--- config.mk ---
export PLATFORM = sky130hd
export DESIGN_NAME = motor_fault_clear
export DESIGN_NICKNAME = d
export VERILOG_FILES = /design/src/hdl/fault_clear_pkg.sv /design/src/hdl/store_if.sv /design/src/hdl/param_store.sv /design/src/hdl/motor_fault_clear.sv
export VERILOG_INCLUDE_DIRS = /design/src /design/src/hdl
export SDC_FILE = /design/constraint.sdc
export NUM_CORES = 1
export LEC_CHECK = 0
export BUFFER_PORTS_ARGS = -buffer_cell sky130_fd_sc_hd__buf_2
export CORE_AREA = 4 4 190 137
export DETAILED_ROUTE_END_ITERATION = 10
export DIE_AREA = 0 0 194 141
export HOLD_SLACK_MARGIN = 0.05
export PLACE_DENSITY = 0.75
export SLEW_MARGIN = 25
export SYNTH_ARGS = -nofsm -noshare
export SYNTH_HDL_FRONTEND = slang
export SYNTH_SLANG_ARGS = --single-unit
--- constraint.sdc ---
create_clock -name clk -period 3.54 [get_ports clk]
set_clock_uncertainty 0.05 [all_clocks]
set_input_delay 0.708 -clock clk [delete_from_list [all_inputs] [get_ports clk]]
set_output_delay 0.708 -clock clk [all_outputs]
set_load 0.05 [all_outputs]
--- src/hdl/fault_clear_defines.svh ---
// offsets, codes, parameter indices and factory values of the fault and clear block
`ifndef FAULT_CLEAR_DEFINES_SVH
`define FAULT_CLEAR_DEFINES_SVH
// Function
// faults reported as codes, zero none
// internal failures get codes 51, 55-58
// transformer reversed 36, ratio out 37
// single phase with line two current: 60
// network faults 100-104, 109, 555
// memory 64, expansion 65, stuck button 66
// panel port error 11, panel loss 12
// faulty device replacement reports code 111
// warnings as codes, zero none, 109, 555
// warning 10 panel port, 11 temperature
// clear accepted from pc, panel, plc
// clear all erases everything, enters config mode; the code keeps both closing counters and temperature max
// clear all then power cycle restart
// clear all keeps closing counters, temperature max
// clear statistics keeps static data, no config
// clear statistics keeps counters and temperature max
// thermal clear zeroes level and lockout timeout
// thermal clear accepted while motor runs
// settings clear restores protection factory values
// settings clear keeps characteristics, connections, mode
// network clear restores factory, network stops
// controller power cycles after network clear; the code raises power_cycle_req only after clear all
// one clear at a time, bit self-clears

// --------------------------------
// register byte offsets
// --------------------------------
`define OFF_FAULT 8'h00
`define OFF_WARN 8'h04
`define OFF_CLEAR 8'h08
`define OFF_STATUS 8'h0c
`define OFF_PARAM_HI 2'h1

// --------------------------------
// fault and warning codes
// --------------------------------
`define FAULT_BITS 23
`define WARN_BITS 6
`define FC_NONE 16'h0000
`define FC_STACK 16'h0037
`define FC_RAM 16'h0038
`define FC_CHECKSUM 16'h0039
`define FC_WATCHDOG 16'h003a
`define FC_INT_TEMP 16'h0033
`define FC_NVM 16'h0040
`define FC_NET_INT 16'h0064
`define NET_SUB_MAX 3'h4
`define FC_CT_REV 16'h0024
`define FC_CT_RATIO 16'h0025
`define FC_OVERCURRENT 16'h0014
`define FC_UNDERVOLT 16'h001b
`define FC_OVERVOLT 16'h001c
`define FC_UNDERPOWER 16'h001d
`define FC_OVERPOWER 16'h001e
`define FC_UNDER_PF 16'h001f
`define FC_OVER_PF 16'h0020
`define FC_EXPANSION 16'h0041
`define FC_STUCK_RESET 16'h0042
`define FC_PANEL_ERR 16'h000b
`define FC_PANEL_LOSS 16'h000c
`define FC_NET_COMM 16'h006d
`define FC_REPLACE 16'h006f
`define FC_NET_CFG 16'h022b
`define FC_L2_SINGLE 16'h003c
`define WC_THERMAL 16'h0004
`define WC_OVERCURRENT 16'h0014
`define WC_PANEL 16'h000a
`define WC_INT_TEMP 16'h000b
`define WC_NET_LOSS 16'h006d
`define WC_NET_CFG 16'h022b

// --------------------------------
// parameter store indices and factory values
// --------------------------------
`define PI_STAT_RUN 4'h0
`define PI_STAT_TRIPS 4'h1
`define PI_THERM_LEVEL 4'h2
`define PI_LOCKOUT 4'h3
`define PI_THRESH 4'h4
`define PI_TIMEOUT 4'h5
`define PI_CHARACT 4'h6
`define PI_CONNECT 4'h7
`define PI_OP_MODE 4'h8
`define PI_NET_ADDR 4'h9
`define PI_NET_BAUD 4'ha
`define PI_LO1_COUNT 4'hb
`define PI_LO2_COUNT 4'hc
`define PI_TEMP_MAX 4'hd
`define FACT_THRESH 16'h0064
`define FACT_TIMEOUT 16'h000a
`define FACT_NET_ADDR 16'h0001
`define FACT_NET_BAUD 16'hffff

// --------------------------------
// timing
// --------------------------------
`define CLK_PERIOD_NS 4
`define PWR_CYCLE_NS 1000
`define PWR_CYCLE_CNT ((`PWR_CYCLE_NS + `CLK_PERIOD_NS - 1) / `CLK_PERIOD_NS)
`endif

--- src/hdl/fault_clear_pkg.sv ---
// types of the fault and clear block
`default_nettype none
package fault_clear_pkg;
  typedef enum logic [2:0] {CMD_NONE, CMD_ALL, CMD_STATS, CMD_THERMAL, CMD_CTRL,
    CMD_NET} cmd_t;
  typedef enum logic [1:0] {SRC_PC, SRC_PANEL, SRC_PLC} src_t;
  typedef enum logic [1:0] {ST_IDLE, ST_ISSUE, ST_WAIT, ST_CYCLE} state_t;
endpackage
`default_nettype wire

--- src/hdl/store_if.sv ---
// link between the clear sequencer and the parameter store
`default_nettype none
interface store_if;
  logic cmd_valid;
  fault_clear_pkg::cmd_t cmd;
  logic done;
  logic wr_en;
  logic [3:0] idx;
  logic [15:0] wr_data;
  logic [15:0] rd_data;
  modport ctrl (output cmd_valid, cmd, wr_en, idx, wr_data, input done, rd_data);
  modport store (input cmd_valid, cmd, wr_en, idx, wr_data, output done, rd_data);
endinterface
`default_nettype wire

--- src/hdl/param_store.sv ---
// parameter store with category wipes
`include "fault_clear_defines.svh"
`default_nettype none
module param_store (
  input wire logic clk,
  input wire logic reset_n,
  store_if.store port
);
  logic [15:0] params [16];
  logic [15:0] next_params [16];
  logic next_done;

  function automatic logic wiped(input fault_clear_pkg::cmd_t c, input logic [3:0] i);
    case (c)
      fault_clear_pkg::CMD_ALL:
        wiped = i != `PI_LO1_COUNT && i != `PI_LO2_COUNT && i != `PI_TEMP_MAX;
      fault_clear_pkg::CMD_STATS: wiped = i == `PI_STAT_RUN || i == `PI_STAT_TRIPS;
      fault_clear_pkg::CMD_THERMAL: wiped = i == `PI_THERM_LEVEL || i == `PI_LOCKOUT;
      fault_clear_pkg::CMD_CTRL: wiped = i == `PI_THRESH || i == `PI_TIMEOUT;
      fault_clear_pkg::CMD_NET: wiped = i == `PI_NET_ADDR || i == `PI_NET_BAUD;
      default: wiped = 1'b0;
    endcase
  endfunction

  function automatic logic [15:0] factory(input logic [3:0] i);
    case (i)
      `PI_THRESH: factory = `FACT_THRESH;
      `PI_TIMEOUT: factory = `FACT_TIMEOUT;
      `PI_NET_ADDR: factory = `FACT_NET_ADDR;
      `PI_NET_BAUD: factory = `FACT_NET_BAUD;
      default: factory = 16'h0000;
    endcase
  endfunction

  assign port.rd_data = params[port.idx];

  // --------------------------------
  // write then wipe
  // --------------------------------
  always_comb begin
    next_params = params;
    if (port.wr_en) begin
      next_params[port.idx] = port.wr_data;
    end
    for (int i = 0; i < 16; i++) begin
      if (port.cmd_valid && wiped(port.cmd, 4'(i))) begin
        next_params[i] = factory(4'(i));
      end
    end
    next_done = port.cmd_valid;
  end

  always_ff @(posedge clk) begin
    if (!reset_n) begin
      for (int i = 0; i < 16; i++) begin
        params[i] <= factory(4'(i));
      end
      port.done <= 1'b0;
    end else begin
      params <= next_params;
      port.done <= next_done;
    end
  end
endmodule // param_store
`default_nettype wire

--- src/hdl/motor_fault_clear.sv ---
// fault and warning encoder with clear command sequencer and register slave
//
// Decided for this implementation: the register offsets and the Avalon-MM slave port.
`include "fault_clear_defines.svh"
`default_nettype none
module motor_fault_clear (
  input wire logic clk,
  input wire logic reset_n,
  input wire logic [7:0] address,
  input wire logic read,
  input wire logic write,
  input wire logic [31:0] writedata,
  output logic [31:0] readdata,
  output logic waitrequest,
  input wire logic [`FAULT_BITS-1:0] fault_flags,
  input wire logic [2:0] net_err_sub,
  input wire logic single_phase_mode,
  input wire logic second_line_phase_current,
  input wire logic [`WARN_BITS-1:0] warn_flags,
  input wire logic motor_running,
  input wire logic [4:0] panel_clear_req,
  input wire logic [4:0] plc_clear_req,
  output logic [15:0] fault_code,
  output logic [15:0] warning_code,
  output logic config_mode,
  output logic power_cycle_req,
  output logic net_comm_enabled,
  output logic clear_busy,
  output logic clear_done
);
  localparam logic [7:0] PWR_CNT = 8'(`PWR_CYCLE_CNT);

  store_if sif ();

  param_store u_store (
    .clk(clk),
    .reset_n(reset_n),
    .port(sif.store)
  );

  fault_clear_pkg::state_t state;
  fault_clear_pkg::state_t next_state;
  fault_clear_pkg::cmd_t cmd;
  fault_clear_pkg::cmd_t next_cmd;
  fault_clear_pkg::src_t src;
  fault_clear_pkg::src_t next_src;
  fault_clear_pkg::src_t req_src;
  fault_clear_pkg::cmd_t req_cmd;
  logic [7:0] cnt;
  logic [7:0] next_cnt;
  logic ack;
  logic next_ack;
  logic [31:0] next_readdata;
  logic [15:0] next_fault_code;
  logic [15:0] next_warning_code;
  logic next_config_mode;
  logic next_power_cycle_req;
  logic next_net_comm_enabled;
  logic next_clear_busy;
  logic next_clear_done;
  logic refused;
  logic next_refused;
  logic wr_take;
  logic [4:0] bus_bits;
  logic [4:0] req_bits;
  logic any_req;
  logic allowed;
  logic param_hit;

  // --------------------------------
  // code tables
  // --------------------------------
  function automatic logic [15:0] fault_code_of(input logic [4:0] i, input logic [2:0] sub);
    case (i)
      5'd0: fault_code_of = `FC_STACK;
      5'd1: fault_code_of = `FC_RAM;
      5'd2: fault_code_of = `FC_CHECKSUM;
      5'd3: fault_code_of = `FC_WATCHDOG;
      5'd4: fault_code_of = `FC_INT_TEMP;
      5'd5: fault_code_of = `FC_NVM;
      5'd6: fault_code_of = `FC_NET_INT + {13'h0000, (sub > `NET_SUB_MAX) ? `NET_SUB_MAX : sub};
      5'd7: fault_code_of = `FC_CT_REV;
      5'd8: fault_code_of = `FC_CT_RATIO;
      5'd9: fault_code_of = `FC_OVERCURRENT;
      5'd10: fault_code_of = `FC_UNDERVOLT;
      5'd11: fault_code_of = `FC_OVERVOLT;
      5'd12: fault_code_of = `FC_UNDERPOWER;
      5'd13: fault_code_of = `FC_OVERPOWER;
      5'd14: fault_code_of = `FC_UNDER_PF;
      5'd15: fault_code_of = `FC_OVER_PF;
      5'd16: fault_code_of = `FC_EXPANSION;
      5'd17: fault_code_of = `FC_STUCK_RESET;
      5'd18: fault_code_of = `FC_PANEL_ERR;
      5'd19: fault_code_of = `FC_PANEL_LOSS;
      5'd20: fault_code_of = `FC_NET_COMM;
      5'd21: fault_code_of = `FC_REPLACE;
      5'd22: fault_code_of = `FC_NET_CFG;
      default: fault_code_of = `FC_NONE;
    endcase
  endfunction

  function automatic logic [15:0] warn_code_of(input logic [2:0] i);
    case (i)
      3'd0: warn_code_of = `WC_THERMAL;
      3'd1: warn_code_of = `WC_OVERCURRENT;
      3'd2: warn_code_of = `WC_PANEL;
      3'd3: warn_code_of = `WC_INT_TEMP;
      3'd4: warn_code_of = `WC_NET_LOSS;
      3'd5: warn_code_of = `WC_NET_CFG;
      default: warn_code_of = `FC_NONE;
    endcase
  endfunction

  // lowest set bit wins
  function automatic fault_clear_pkg::cmd_t pick(input logic [4:0] b);
    if (b[0]) pick = fault_clear_pkg::CMD_ALL;
    else if (b[1]) pick = fault_clear_pkg::CMD_STATS;
    else if (b[2]) pick = fault_clear_pkg::CMD_THERMAL;
    else if (b[3]) pick = fault_clear_pkg::CMD_CTRL;
    else if (b[4]) pick = fault_clear_pkg::CMD_NET;
    else pick = fault_clear_pkg::CMD_NONE;
  endfunction

  function automatic logic [4:0] onehot(input fault_clear_pkg::cmd_t c);
    case (c)
      fault_clear_pkg::CMD_ALL: onehot = 5'h01;
      fault_clear_pkg::CMD_STATS: onehot = 5'h02;
      fault_clear_pkg::CMD_THERMAL: onehot = 5'h04;
      fault_clear_pkg::CMD_CTRL: onehot = 5'h08;
      fault_clear_pkg::CMD_NET: onehot = 5'h10;
      default: onehot = 5'h00;
    endcase
  endfunction

  // --------------------------------
  // bus handshake and request selection
  // --------------------------------
  assign waitrequest = (read || write) && !ack;
  assign wr_take = write && ack;
  assign param_hit = address[7:6] == `OFF_PARAM_HI;
  assign bus_bits = (wr_take && address == `OFF_CLEAR) ? writedata[4:0] : 5'h00;
  assign req_bits = (|bus_bits) ? bus_bits : (|panel_clear_req) ? panel_clear_req
    : plc_clear_req;
  assign req_src = (|bus_bits) ? fault_clear_pkg::SRC_PC : (|panel_clear_req)
    ? fault_clear_pkg::SRC_PANEL : fault_clear_pkg::SRC_PLC;
  assign any_req = |req_bits;
  assign req_cmd = pick(req_bits);
  assign allowed = req_cmd == fault_clear_pkg::CMD_THERMAL || !motor_running;

  assign sif.cmd_valid = state == fault_clear_pkg::ST_ISSUE;
  assign sif.cmd = cmd;
  assign sif.wr_en = wr_take && param_hit;
  assign sif.idx = address[5:2];
  assign sif.wr_data = writedata[15:0];

  // --------------------------------
  // next values
  // --------------------------------
  always_comb begin
    next_ack = (read || write) && !ack;
    next_readdata = readdata;
    if (read && !ack) begin
      if (param_hit) begin
        next_readdata = {16'h0000, sif.rd_data};
      end else begin
        case (address)
          `OFF_FAULT: next_readdata = {16'h0000, fault_code};
          `OFF_WARN: next_readdata = {16'h0000, warning_code};
          `OFF_CLEAR: next_readdata = {27'h0000000, onehot(cmd)};
          `OFF_STATUS: next_readdata = {22'h000000, src, 3'h0, refused, net_comm_enabled,
            power_cycle_req, config_mode, clear_busy};
          default: next_readdata = 32'h00000000;
        endcase
      end
    end
    next_fault_code = (single_phase_mode && second_line_phase_current)
      ? `FC_L2_SINGLE : `FC_NONE;
    for (int i = `FAULT_BITS - 1; i >= 0; i--) begin
      if (fault_flags[i]) begin
        next_fault_code = fault_code_of(5'(i), net_err_sub);
      end
    end
    next_warning_code = `FC_NONE;
    for (int i = `WARN_BITS - 1; i >= 0; i--) begin
      if (warn_flags[i]) begin
        next_warning_code = warn_code_of(3'(i));
      end
    end
    next_state = state;
    next_cmd = cmd;
    next_src = src;
    next_cnt = cnt;
    next_config_mode = config_mode;
    next_power_cycle_req = power_cycle_req;
    next_net_comm_enabled = net_comm_enabled;
    next_clear_done = 1'b0;
    next_refused = refused;
    if (wr_take && address == `OFF_STATUS) begin
      if (writedata[1]) next_config_mode = 1'b0;
      if (writedata[4]) next_refused = 1'b0;
    end
    case (state)
      fault_clear_pkg::ST_IDLE: begin
        if (any_req && allowed) begin
          next_cmd = req_cmd;
          next_src = req_src;
          next_state = fault_clear_pkg::ST_ISSUE;
        end else if (any_req) begin
          next_refused = 1'b1;
        end
      end
      fault_clear_pkg::ST_ISSUE: begin
        next_state = fault_clear_pkg::ST_WAIT;
        if (any_req) next_refused = 1'b1;
      end
      fault_clear_pkg::ST_WAIT: begin
        if (any_req) next_refused = 1'b1;
        if (sif.done) begin
          next_clear_done = 1'b1;
          next_cmd = fault_clear_pkg::CMD_NONE;
          next_state = fault_clear_pkg::ST_IDLE;
          if (cmd == fault_clear_pkg::CMD_ALL) begin
            next_config_mode = 1'b1;
            next_net_comm_enabled = 1'b0;
            next_power_cycle_req = 1'b1;
            next_cnt = PWR_CNT - 8'h01;
            next_state = fault_clear_pkg::ST_CYCLE;
          end else if (cmd == fault_clear_pkg::CMD_NET) begin
            next_net_comm_enabled = 1'b0;
          end
        end
      end
      fault_clear_pkg::ST_CYCLE: begin
        if (any_req) next_refused = 1'b1;
        if (cnt == 8'h00) begin
          next_power_cycle_req = 1'b0;
          next_state = fault_clear_pkg::ST_IDLE;
        end else begin
          next_cnt = cnt - 8'h01;
        end
      end
      default: next_state = fault_clear_pkg::ST_IDLE;
    endcase
    next_clear_busy = next_state != fault_clear_pkg::ST_IDLE;
  end

  // --------------------------------
  // registers
  // --------------------------------
  always_ff @(posedge clk) begin
    if (!reset_n) begin
      state <= fault_clear_pkg::ST_IDLE;
      cmd <= fault_clear_pkg::CMD_NONE;
      src <= fault_clear_pkg::SRC_PC;
      cnt <= 8'h00;
      ack <= 1'b0;
      readdata <= 32'h00000000;
      fault_code <= `FC_NONE;
      warning_code <= `FC_NONE;
      config_mode <= 1'b0;
      power_cycle_req <= 1'b0;
      net_comm_enabled <= 1'b1;
      clear_busy <= 1'b0;
      clear_done <= 1'b0;
      refused <= 1'b0;
    end else begin
      state <= next_state;
      cmd <= next_cmd;
      src <= next_src;
      cnt <= next_cnt;
      ack <= next_ack;
      readdata <= next_readdata;
      fault_code <= next_fault_code;
      warning_code <= next_warning_code;
      config_mode <= next_config_mode;
      power_cycle_req <= next_power_cycle_req;
      net_comm_enabled <= next_net_comm_enabled;
      clear_busy <= next_clear_busy;
      clear_done <= next_clear_done;
      refused <= next_refused;
    end
  end
endmodule // motor_fault_clear
`default_nettype wire

==> key figures, run 1 <==
Status
  • Status: finished, final reports clean

Timing
  • Crit share post-route: 79.0%
  • Final WS setup: 0.743 ns
  • Worst hold slack: between 0.2 and 0.3 ns
  • Final min period: about 2.8 ns
  • Setup TNS Final: 0 ns
  • FMAX: 0.358 GHz
  • Unrepaired setup endpoints after global routing: no
  • Max-Slew Margin vs Limit: 38.4%
  • Final Max Slew Viols: 0
  • Worst-margin pin slew: 0.924 ns
  • Final setup vio count: 0
  • Hold violation total from the final report: 0

Worst setup path
  • Cell chain of the critical path: buf_2 > or4_4 > nor4_4 > and2_1 > o21ai_1 > or3_4 > o21ai_4 > mux2i_1
  • CP arrival: 3.21 ns
  • CP Max Fanout: 8
  • Cell family with most CP delay: simple AND/OR/NAND/NOR gates
  • Critical Path RT: 3.95 ns
  • CP Capture Type: flip-flop
  • Crit path buf inv count: 1
  • CP max stage delay: 0.58 ns
  • Worst setup SP type: primary input
  • Worst path slowest cell: or4_4
  • Crit Path Class: primary input to flip-flop

Synthesis
  • Async S/R FF share, synth: 0%
  • Sequential share of the synthesized area: 44.4%
  • Syn avg cell area: approximately 8.5 um^2
  • Register bit total from synthesis: 311
  • Cell count after synthesis: 1646
  • EDFF count, synth: 0
  • Area leader, netlist: dfxtp_1
  • Post-synthesis cell type count: 59
  • Yosys warns: 0
  • Top cells by area, synth: dfxtp_1 44%, nand2_1 14%, mux4_2 14%, a21oi_1 8.6%, clkbuf_1 2.6%
  • Most instantiated cells after synthesis: 521 x nand2_1, 311 x dfxtp_1, 242 x a21oi_1
  • Main synth FF type: dfxtp_1
  • Synth Cell Area: between 10000 and 15000 um^2
  • Top cell type's share of synthesized area: 44.4%
  • Most common cell in the netlist: nand2_1

Clock tree
  • Post-cts sizing count: 0
  • CTS sink cnt: slightly above 300
  • CTS tree: done
  • H-tree depth: 1
  • Clock transition at path regs: 0.06 ns
  • TritonCTS Buffers: 29
  • Hold_buf cts: 0
  • CTS root buf: clkbuf_16
  • CTS Buffer Depth: 3
  • Worst-skew pair later-pin latency: 0.54 ns
  • Post-CTS Setup Bufs: 0

Global routing
  • Total GRT Usage: 28.0%
  • First-pass GRT wire length: 62400 um
  • Gr ovfl total: 0
  • Vias in the first global route: 11600
  • Initial antenna violation count: 1
  • Largest net degree at the start of global routing: 81

Place
  • PortBufs: 110
  • DP Area: about 15000 um^2
  • Detailed Place HPWL: 27400 um
  • Final GP Congestion: 0.879
  • Dpl ws: 0.233 ns

Detailed routing
  • Final ANT Viol Nets: 0
  • Via count: 12300
  • Routed len/inst: ~20 um
  • Mean number of vias per cell: 5.95
  • 1st-pass router iterations: 9
  • Drt drc: 0
  • 1st-iter DRT viols: approximately 1300
  • DRT Wirelength: 40100 um

Cells and area
  • Multi-input logic area: 7140 um^2
  • Fillers: 1975
  • Register Area: slightly above 6000 um^2
  • Finished Cell Area: 15800 um^2
  • Layout cells sized above 1: a little under a fifth
  • Diodes inserted: 0
  • Layout area overhead: 12.7%
  • Layout Utilization: 65.2%
  • Net count of the finished layout: 1808

Min path
  • Hold Crit Class: primary input to flip-flop

Die
  • Initial Util: 57.8%
  • Die Ht: 141 um
  • I/O pins: 159
  • Chip width: 194 um
  • Die area: 27400 um^2
  • Core Area: between 20000 and 25000 um^2
  • Row Count: 48

Run
  • Max Cap Violations: 0

Power
  • Pwr Density: 468 nW/um^2
  • Peak VDD IR: about 0.38 mV
  • Static Leak: 5.63 nW
[cell type report]
cell class / instances / area share [%]
Timing Repair Buffer: 170 / 6.44
Inverter: 12 / 0.285
Multi-Input combinational cell: 1193 / 45.2
Tap cell: 325 / 2.57
Clock inverter: 10 / 0.791
Sequential cell: 311 / 39.4
Clock buffer: 41 / 5.38
[path summary, 6_finish.rpt]
path / start / to / cells past startpoint / slack, ns
max: address[1] / src[0]$_SDFFE_PN0P_ / 8 / 0.74
min: warn_flags[0] / warning_code[4]$_SDFF_PP0_ / 2 / 0.30
max reg2reg: ack$_SDFF_PN0_ / src[0]$_SDFFE_PN0P_ / 7 / 0.85
min reg2reg: u_store.params[128]$_SDFFE_PP0P_ / u_store.params[128]$_SDFFE_PP0P_ / 2 / 0.40
[stage by stage]
stage | total power, W | instances
after global routing | 0.00761 | 2062
after detailed placement | 0.00427 | 2011
after floorplan | 0.00410 | 1677
final | 0.00740 | 2062
after CTS | 0.00742 | 2062
after global placement | 0.00426 | 2011
[flip-flops by register name, indices dropped and copies added, names as in the netlist, 2 cells and up]
register and cells:
warning_code 8, cmd 3, src 2, u_store.params 256, cnt 8, readdata 16, state 2, fault_code 8
[report_power, final]
group          switching, W  internal, W
clock               0.00131      0.00188
combinational      0.000463     0.000186
sequential        0.0000310      0.00353
total               0.00181      0.00559
[cell families after synthesis]
kind of cell | after synthesis | share of synthesized area [%]
AND/OR/NAND/NOR | 733 | 21.6
AO/OA/AOI/OAI | 311 | 12.2
flip-flops | 311 | 44.4
buffers and inverters | 173 | 5.82
multiplexers | 108 | 15.3
XOR/XNOR | 7 | 0.437
adder cells (fa/ha/maj) | 2 | 0.178
other | 1 | 0.0267
[cell usage in the layout (no fill, tap or decap), types with 6 or more instances in the layout]
master | netlist | routed
buf_2 | 22 | 108
nand2b_1 | 12 | 12
inv_1 | 11 | 11
clkbuf_16 | 0 | 29
nor2_1 | 92 | 90
clkbuf_8 | 0 | 8
nor4_1 | 8 | 8
clkinv_2 | 0 | 7
nand3_1 | 33 | 33
a21oi_1 | 242 | 242
dfxtp_1 | 311 | 311
a31oi_1 | 6 | 6
nor3_1 | 25 | 25
or3_1 | 6 | 6
buf_4 | 33 | 61
a211oi_1 | 6 | 6
conb_1 | 1 | 32
mux4_2 | 85 | 85
nand2_1 | 521 | 521
mux2i_1 | 22 | 22
a22oi_1 | 15 | 15
o21ai_0 | 11 | 11
[metal layers]
layer	wire (um)	GRT usage [%]
met4	635	6.10
met3	4490	6.71
met1	17100	40.4
met2	17900	43.4
met5	13	0
Power figures use the tool's default switching activity.
==> run 2: changes to the inputs <==
CORE_AREA = 4 4 200 144   (was 4 4 190 137)
DIE_AREA = 0 0 204 148   (was 0 0 194 141)
PLACE_DENSITY = 0.71   (was 0.75)
clock period = 2.5 ns   (was 3.54 ns; I/O delays follow)
==> run 2 against run 1 <==
First-iteration DRC count down 10%. Sequential share of layout area shrank 1.5 points. Critical path depth up 2. Sequential cell count unchanged. Worst setup slack worse by 0.64 ns. Global-route usage is 1.5 points lower. Combinational power is 52% higher. Sequential power increased by 41%. Clock power increased by 57%. Die area is 10% higher. Largest power group unchanged.
==> key figures, run 2 (synthesis gave the netlist of run 1 again) <==
Global routing
  • Met2 Use GR: 41.4% (-2.0 points)
  • Largest net degree at the start of global routing: 53 (-35%)
  • Gr ovfl total: 0 (unchanged)
  • Met1 global-route usage: 39.1% (-1.3 points)
  • Vias in the first global route: 12100 (+3.9%)
  • GR peak layer: met2
  • Met3 Use GR: 5.22% (-1.5 points)
  • Total GRT Usage: 26.6% (-1.5 points)
  • Initial antenna violation count: 2 (+1)
  • First-pass GRT wire length: 65000 um (+4.1%)

Worst setup path
  • Cell family with most CP delay: simple AND/OR/NAND/NOR gates
  • CP Capture Type: flip-flop
  • Critical Path Most Common Cell: buf_4
  • CP max stage delay: 0.57 ns (about the same)
  • Worst setup SP type: primary input
  • Crit Path Class: primary input to flip-flop
  • Cell chain of the critical path: buf_2 > or4_4 > nor4_4 > buf_4 > buf_4 > a21oi_1 > nor4b_2 > nor4b_4 > and2b_1 > o21a_1
  • CP arrival: 2.79 ns (-0.42 ns)
  • Critical Path RT: 2.89 ns (-1.06 ns)
  • CP Max Fanout: 4 (-4)
  • Worst path slowest cell: or4_4
  • Crit path buf inv count: 3 (+2)

Clock tree
  • Clock transition at path regs: 0.06 ns (about the same)
  • Worst-skew pair later-pin latency: 0.55 ns (about the same)
  • CTS sink cnt: 311 (unchanged)
  • H-tree depth: 1 (unchanged)
  • Hold_buf cts: 0 (unchanged)
  • CTS Buffer Depth: 3 (unchanged)
  • CTS tree: done
  • CTS root buf: clkbuf_16
  • TritonCTS Buffers: 30 (+3.4%)

Cells and area
  • Finished Cell Area: 16400 um^2 (+3.9%)
  • Layout cells sized above 1: 20.4% (+2.0 points)
  • Net count of the finished layout: 1847 (+2.2%)
  • Commonest non-fill, non-tap cell in the layout: nand2_1
  • Largest register by flop count: u_store.params
  • Layout area overhead: 17.2%
  • Diodes inserted: 0 (unchanged)
  • Most frequent cells in the layout: 521 x nand2_1, 311 x dfxtp_1, 242 x a21oi_1
  • Layout Utilization: 61.8% (-3.4 points)
  • Top flop regs: u_store.params (256), readdata (16)
  • Post-route insts no fill: 2140 (+3.8%)
  • Max reg flops: 256 (unchanged)

Min path
  • Hold Crit Class: primary input to flip-flop

Place
  • Detailed Place HPWL: 28900 um (+5.2%)
  • Final GP Congestion: 0.886 (+0.88%)
  • PortBufs: 110 (unchanged)
  • # placed instances: 2085 (+3.7%)
  • DP Area: 15300 um^2 (+3.1%)
  • Dpl ws: -0.400 ns (-0.634 ns)

Detailed routing
  • Via count: 12400 (+0.77%)
  • DRT Wirelength: 41200 um (+2.8%)
  • Routed len/inst: 19.2 um (-0.91%)
  • Drt drc: 0 (unchanged)
  • 1st-pass router iterations: 5 (-4)
  • Mean number of vias per cell: 5.78 (-2.9%)
  • 1st-iter DRT viols: 1179 (-10%)
  • Final ANT Viol Nets: 0 (unchanged)

Timing
  • Hold violation total from the final report: 0 (unchanged)
  • Final WS setup: 0.107 ns (-0.636 ns)
  • Worst-margin pin slew: 0.636 ns (-0.288 ns)
  • Final setup vio count: 0 (unchanged)
  • FMAX: about 0.42 GHz
  • Max-Slew Margin vs Limit: 57.6% (+19 points)
  • Unrepaired setup endpoints after global routing: yes
  • Crit share post-route: a little over nine tenths
  • Final min period: 2.39 ns
  • Final Max Slew Viols: 0 (unchanged)

Power
  • Peak VDD IR: 0.524 mV (+39%)
  • Pwr Density: 671 nW/um^2 (+43%)
  • Pwr Total: 0.0110 W (+49%)
  • Static Leak: 5.91 nW (+5.1%)

Die
  • Die Ht: 148 um (+5.0%)
  • Die area: 30200 um^2 (+10%)
  • Core Area: 26600 um^2 (+9.6%)
  • Initial Util: 52.8% (-5.1 points)
  • Row Count: 50 (+4.2%)
  • I/O pins: 159 (unchanged)
  • Chip width: 204 um (+5.2%)

Status
  • Status: finished, final reports clean

Run
  • Max Cap Violations: 0 (unchanged)
run 2: cell count changes in the layout (fill, tap and decap cells not counted), moves of 2 or more:
cell	change
buf_12	+11
buf_4	+27
clkinv_2	-4
bufinv_16	+3
clkbuf_16	+2
run 2: per-layer routing:
metal / part of all wire (%) / up-vias
met4: 1.4 / 2
met1: 44 / 6015
met3: 9.5 / 53
met2: 45 / 532
met5: 0.017 / -
li1: - / 5765
run 2: worst paths after layout:
check | start | to | slack (ns) | cells after the start
min reg2reg | u_store.params[196]$_SDFFE_PP0P_ | u_store.params[196]$_SDFFE_PP0P_ | 0.40 | 2
max | address[1] | clear_busy$_SDFF_PN0_ | 0.11 | 10
max reg2reg | cnt[3]$_SDFFE_PN0P_ | cnt[4]$_SDFFE_PN0P_ | 0.15 | 7
min | warn_flags[0] | warning_code[4]$_SDFF_PP0_ | 0.08 | 2
run 2: through the flow:
step | hold slack (ns) | setup TNS (ns)
after floorplan | 0.383 | -0.332
after global placement | 0.388 | -1.75
after detailed placement | 0.393 | -2.58
after CTS | 0.0644 | 0
after global routing | 0.0683 | -0.0667
final | 0.0770 | 0
run 2: power breakdown:
part	total, W	internal [W]	switching, W
combinational	0.000984	0.000311	0.000673
sequential	0.00503	0.00499	0.0000413
clock	0.00501	0.00310	0.00191
total	0.0110	0.00840	0.00263
run 2: area by class of cell:
class / instances / area, um^2
Fill cell: 2262 / 10200
Multi-Input combinational cell: 1193 / 7170
Sequential cell: 311 / 6230
Tap cell: 364 / 455
Clock inverter: 9 / 195
Inverter: 12 / 45.0
Clock buffer: 43 / 901
Timing Repair Buffer: 208 / 1440
run 2: what timing repair did:
item / 4_1_cts / 5_1_grt
resized for setup: 0 / 3
setup buffers: 0 / 3
setup endpoints to repair: 0 / 9
==> run 3: changes to the inputs <==
==> constraint.sdc (replaced) <==
create_clock -name clk -period 2.5 [get_ports clk]
set_clock_uncertainty 0.05 [all_clocks]
set_input_delay 0.125 -clock clk [delete_from_list [all_inputs] [get_ports clk]]
set_output_delay 0.125 -clock clk [all_outputs]
set_load 0.05 [all_outputs]
==> run 3 against run 2 <==
Global-route usage grew 0.79 points. Sequential cell count is the same. First-iteration DRC count grew 15%. Sequential power is essentially flat. Largest power group unchanged.
==> key figures, run 3 (synthesis gave the netlist of run 1 again) <==
Global routing
  • Gr ovfl total: 0 (unchanged)
  • First-pass GRT wire length: 66900 um (+3.0%)
  • Vias in the first global route: 12200 (+1.2%)
  • Largest net degree at the start of global routing: 51 (-3.8%)
  • Total GRT Usage: 27.3% (+0.79 points)
  • Initial antenna violation count: 0 (-2)

Die
  • Chip width: 204 um (unchanged)
  • Core Area: 26600 um^2 (unchanged)
  • I/O pins: 159 (unchanged)
  • Row Count: 50 (unchanged)
  • Initial Util: 52.8% (unchanged)
  • Die area: 30200 um^2 (unchanged)
  • Die Ht: 148 um (unchanged)

Place
  • PortBufs: 110 (unchanged)
  • Detailed Place HPWL: 28700 um (-0.66%)
  • Final GP Congestion: 0.881 (-0.65%)
  • # placed instances: 2061 (-1.2%)

Detailed routing
  • 1st-iter DRT viols: 1358 (+15%)
  • Met3 WL post-DR: 3910 um (+0.41%)
  • DR top layer: met4
  • Met2 wire length: 19200 um (+2.9%)
  • M1 WL: 18900 um (+4.5%)
  • Drt drc: 0 (unchanged)
  • Mean number of vias per cell: 5.79 (+0.18%)
  • DRT Wirelength: 42600 um (+3.4%)
  • Via count: 12600 (+1.6%)
  • Final ANT Viol Nets: 0 (unchanged)
  • Routed len/inst: 19.6 um (+2.0%)
  • 1st-pass router iterations: 5 (unchanged)

Cells and area
  • Top flop regs: u_store.params (256), readdata (16)
  • Largest register by flop count: u_store.params
  • Most frequent cells in the layout: 521 x nand2_1, 310 x dfxtp_1, 242 x a21oi_1
  • Max reg flops: 256 (unchanged)
  • Commonest non-fill, non-tap cell in the layout: nand2_1
  • Fillers: 2252 (-0.44%)
  • Post-route insts no fill: 2170 (+1.4%)
  • Register Area: 6230 um^2 (about the same)
  • Net count of the finished layout: 1873 (+1.4%)
  • Layout Utilization: 62.7% (+0.88 points)
  • Layout cells sized above 1: 18.5% (-1.9 points)
  • Multi-input logic area: 7150 um^2 (-0.26%)
  • Diodes inserted: 0 (unchanged)
  • Layout area overhead: 18.8%

Timing
  • FMAX: 0.418 GHz (about the same)
  • Unrepaired setup endpoints after global routing: no
  • Hold violation total from the final report: 0 (unchanged)
  • Final Max Slew Viols: 0 (unchanged)
  • Final min period: 2.39 ns (-0.00146 ns)
  • Worst-margin pin slew: 0.722 ns (+0.0854 ns)
  • Final setup vio count: 0 (unchanged)
  • Setup TNS Final: 0 ns (unchanged)
  • Max-Slew Margin vs Limit: 51.8% (-5.8 points)
  • Crit share post-route: 95.7% (about the same)

Worst setup path
  • Cell family with most CP delay: buffers and inverters
  • CP max stage delay: 0.59 ns (+0.02 ns)
  • Crit Path Class: primary input to flip-flop
  • CP arrival: 2.82 ns (+0.03 ns)
  • Crit path buf inv count: 4 (+1)
  • Critical Path RT: 2.93 ns (+0.04 ns)
  • Worst reg2reg path depth: 7 (unchanged)
  • Worst r2r src: cnt[3]$_SDFFE_PN0P_
  • CP Max Fanout: 3 (-1)
  • Critical Path Most Common Cell: dlygate4sd3_1
  • Reg2reg setup slack: 0.16 ns (about the same)
  • Worst path slowest cell: dlygate4sd3_1
  • Worst setup SP type: primary input
  • CP Capture Type: flip-flop
  • Cell chain of the critical path: dlygate4sd3_1 > buf_2 > or3_1 > nor4b_1 > dlygate4sd3_1 > a21oi_1 > dlygate4sd3_1 > nor2_1
  • Worst R2R End: config_mode$_SDFF_PN0_

Clock tree
  • Worst-skew pair later-pin latency: 0.55 ns (about the same)
  • CTS sink cnt: 311 (unchanged)
  • Clock transition at path regs: 0.07 ns (about the same)
  • Post-CTS Setup Bufs: 0 (unchanged)
  • CTS Buffer Depth: 3 (unchanged)
  • TritonCTS Buffers: 30 (unchanged)
  • CTS tree: done
  • CTS root buf: clkbuf_16
  • H-tree depth: 1 (unchanged)

Min path
  • Min-delay src: address[0]
  • Worst Hold End: readdata[8]$_SDFFE_PN0P_
  • WHS Path Cells: 6 (+4)
  • Hold Crit Class: primary input to flip-flop

Power
  • Pwr Density: 653 nW/um^2 (-2.7%)
  • Static Leak: 6.01 nW (+1.6%)
  • Peak VDD IR: 0.435 mV (-17%)
  • Pwr Total: 0.0109 W (-1.3%)

Status
  • Status: finished, final reports clean

Run
  • Max Cap Violations: 0 (unchanged)
## run 3: metrics by stage
stage / hold WS [ns] / worst slack, ns / cell area (um^2)
after floorplan: 0.151 / 0.175 / 14100
after global placement: 0.262 / 0.0000799 / 15100
after detailed placement: 0.271 / -0.0772 / 15100
after CTS: 0.0782 / 0.0353 / 16700
after global routing: 0.141 / 0.00357 / 16700
final: 0.117 / 0.108 / 16700
## run 3: layer usage
| layer | GRT usage (%) | vias up |
|---|---|---|
| met5 | 0 | - |
| met4 | 5.49 | 0 |
| met3 | 5.18 | 47 |
| met2 | 42.6 | 577 |
| met1 | 40.3 | 6109 |
| li1 | - | 5830 |
## run 3: repair_timing
action,CTS,global route
gates resized for setup,0,4
setup endpoints to repair,0,4
hold buffers,54,0
endpoints found under the hold margin,271,0
## run 3: report_power, final
part	switching (W)	leakage, nW	internal [W]
Combinational	0.000698	2.99	0.000352
Sequential	0.0000378	2.51	0.00499
Clock	0.00196	0.512	0.00284
Total	0.00270	6.01	0.00818
## run 3: worst max-delay path by stage
stage | start | depth (start not counted) | endpoint | slack, ns
after floorplan | address[2] | 6 | readdata[5]$_SDFFE_PN0P_ | 0.17
after global placement | address[1] | 9 | state[0]$_SDFF_PN0_ | 0.00008
after detailed placement | address[1] | 9 | state[0]$_SDFF_PN0_ | -0.08
after CTS | fault_flags[9] | 9 | fault_code[1]$_SDFF_PN0_ | 0.04
after global routing | cnt[3]$_SDFFE_PN0P_ | 7 | cnt[7]$_SDFFE_PN0P_ | 0.004
final | fault_flags[3] | 8 | fault_code[2]$_SDFF_PN0_ | 0.11
## run 3: final cells by class
class                           count  area share, %
Clock buffer                       44           5.25
Clock inverter                     12           1.02
Tap cell                          364           2.73
Sequential cell                   311           37.4
Multi-Input combinational cell   1193           42.9
Inverter                           12          0.270
Timing Repair Buffer              234           10.5
## run 3: worst register-to-register path, stage by stage (launching register included)
cell and delay, ns:
dfxtp_1 0.36, nor4_1 0.51, nand3_1 0.29, a22oi_1 0.25, nor2_1 0.15, buf_4 0.20
nand2_1 0.26, a21oi_1 0.14
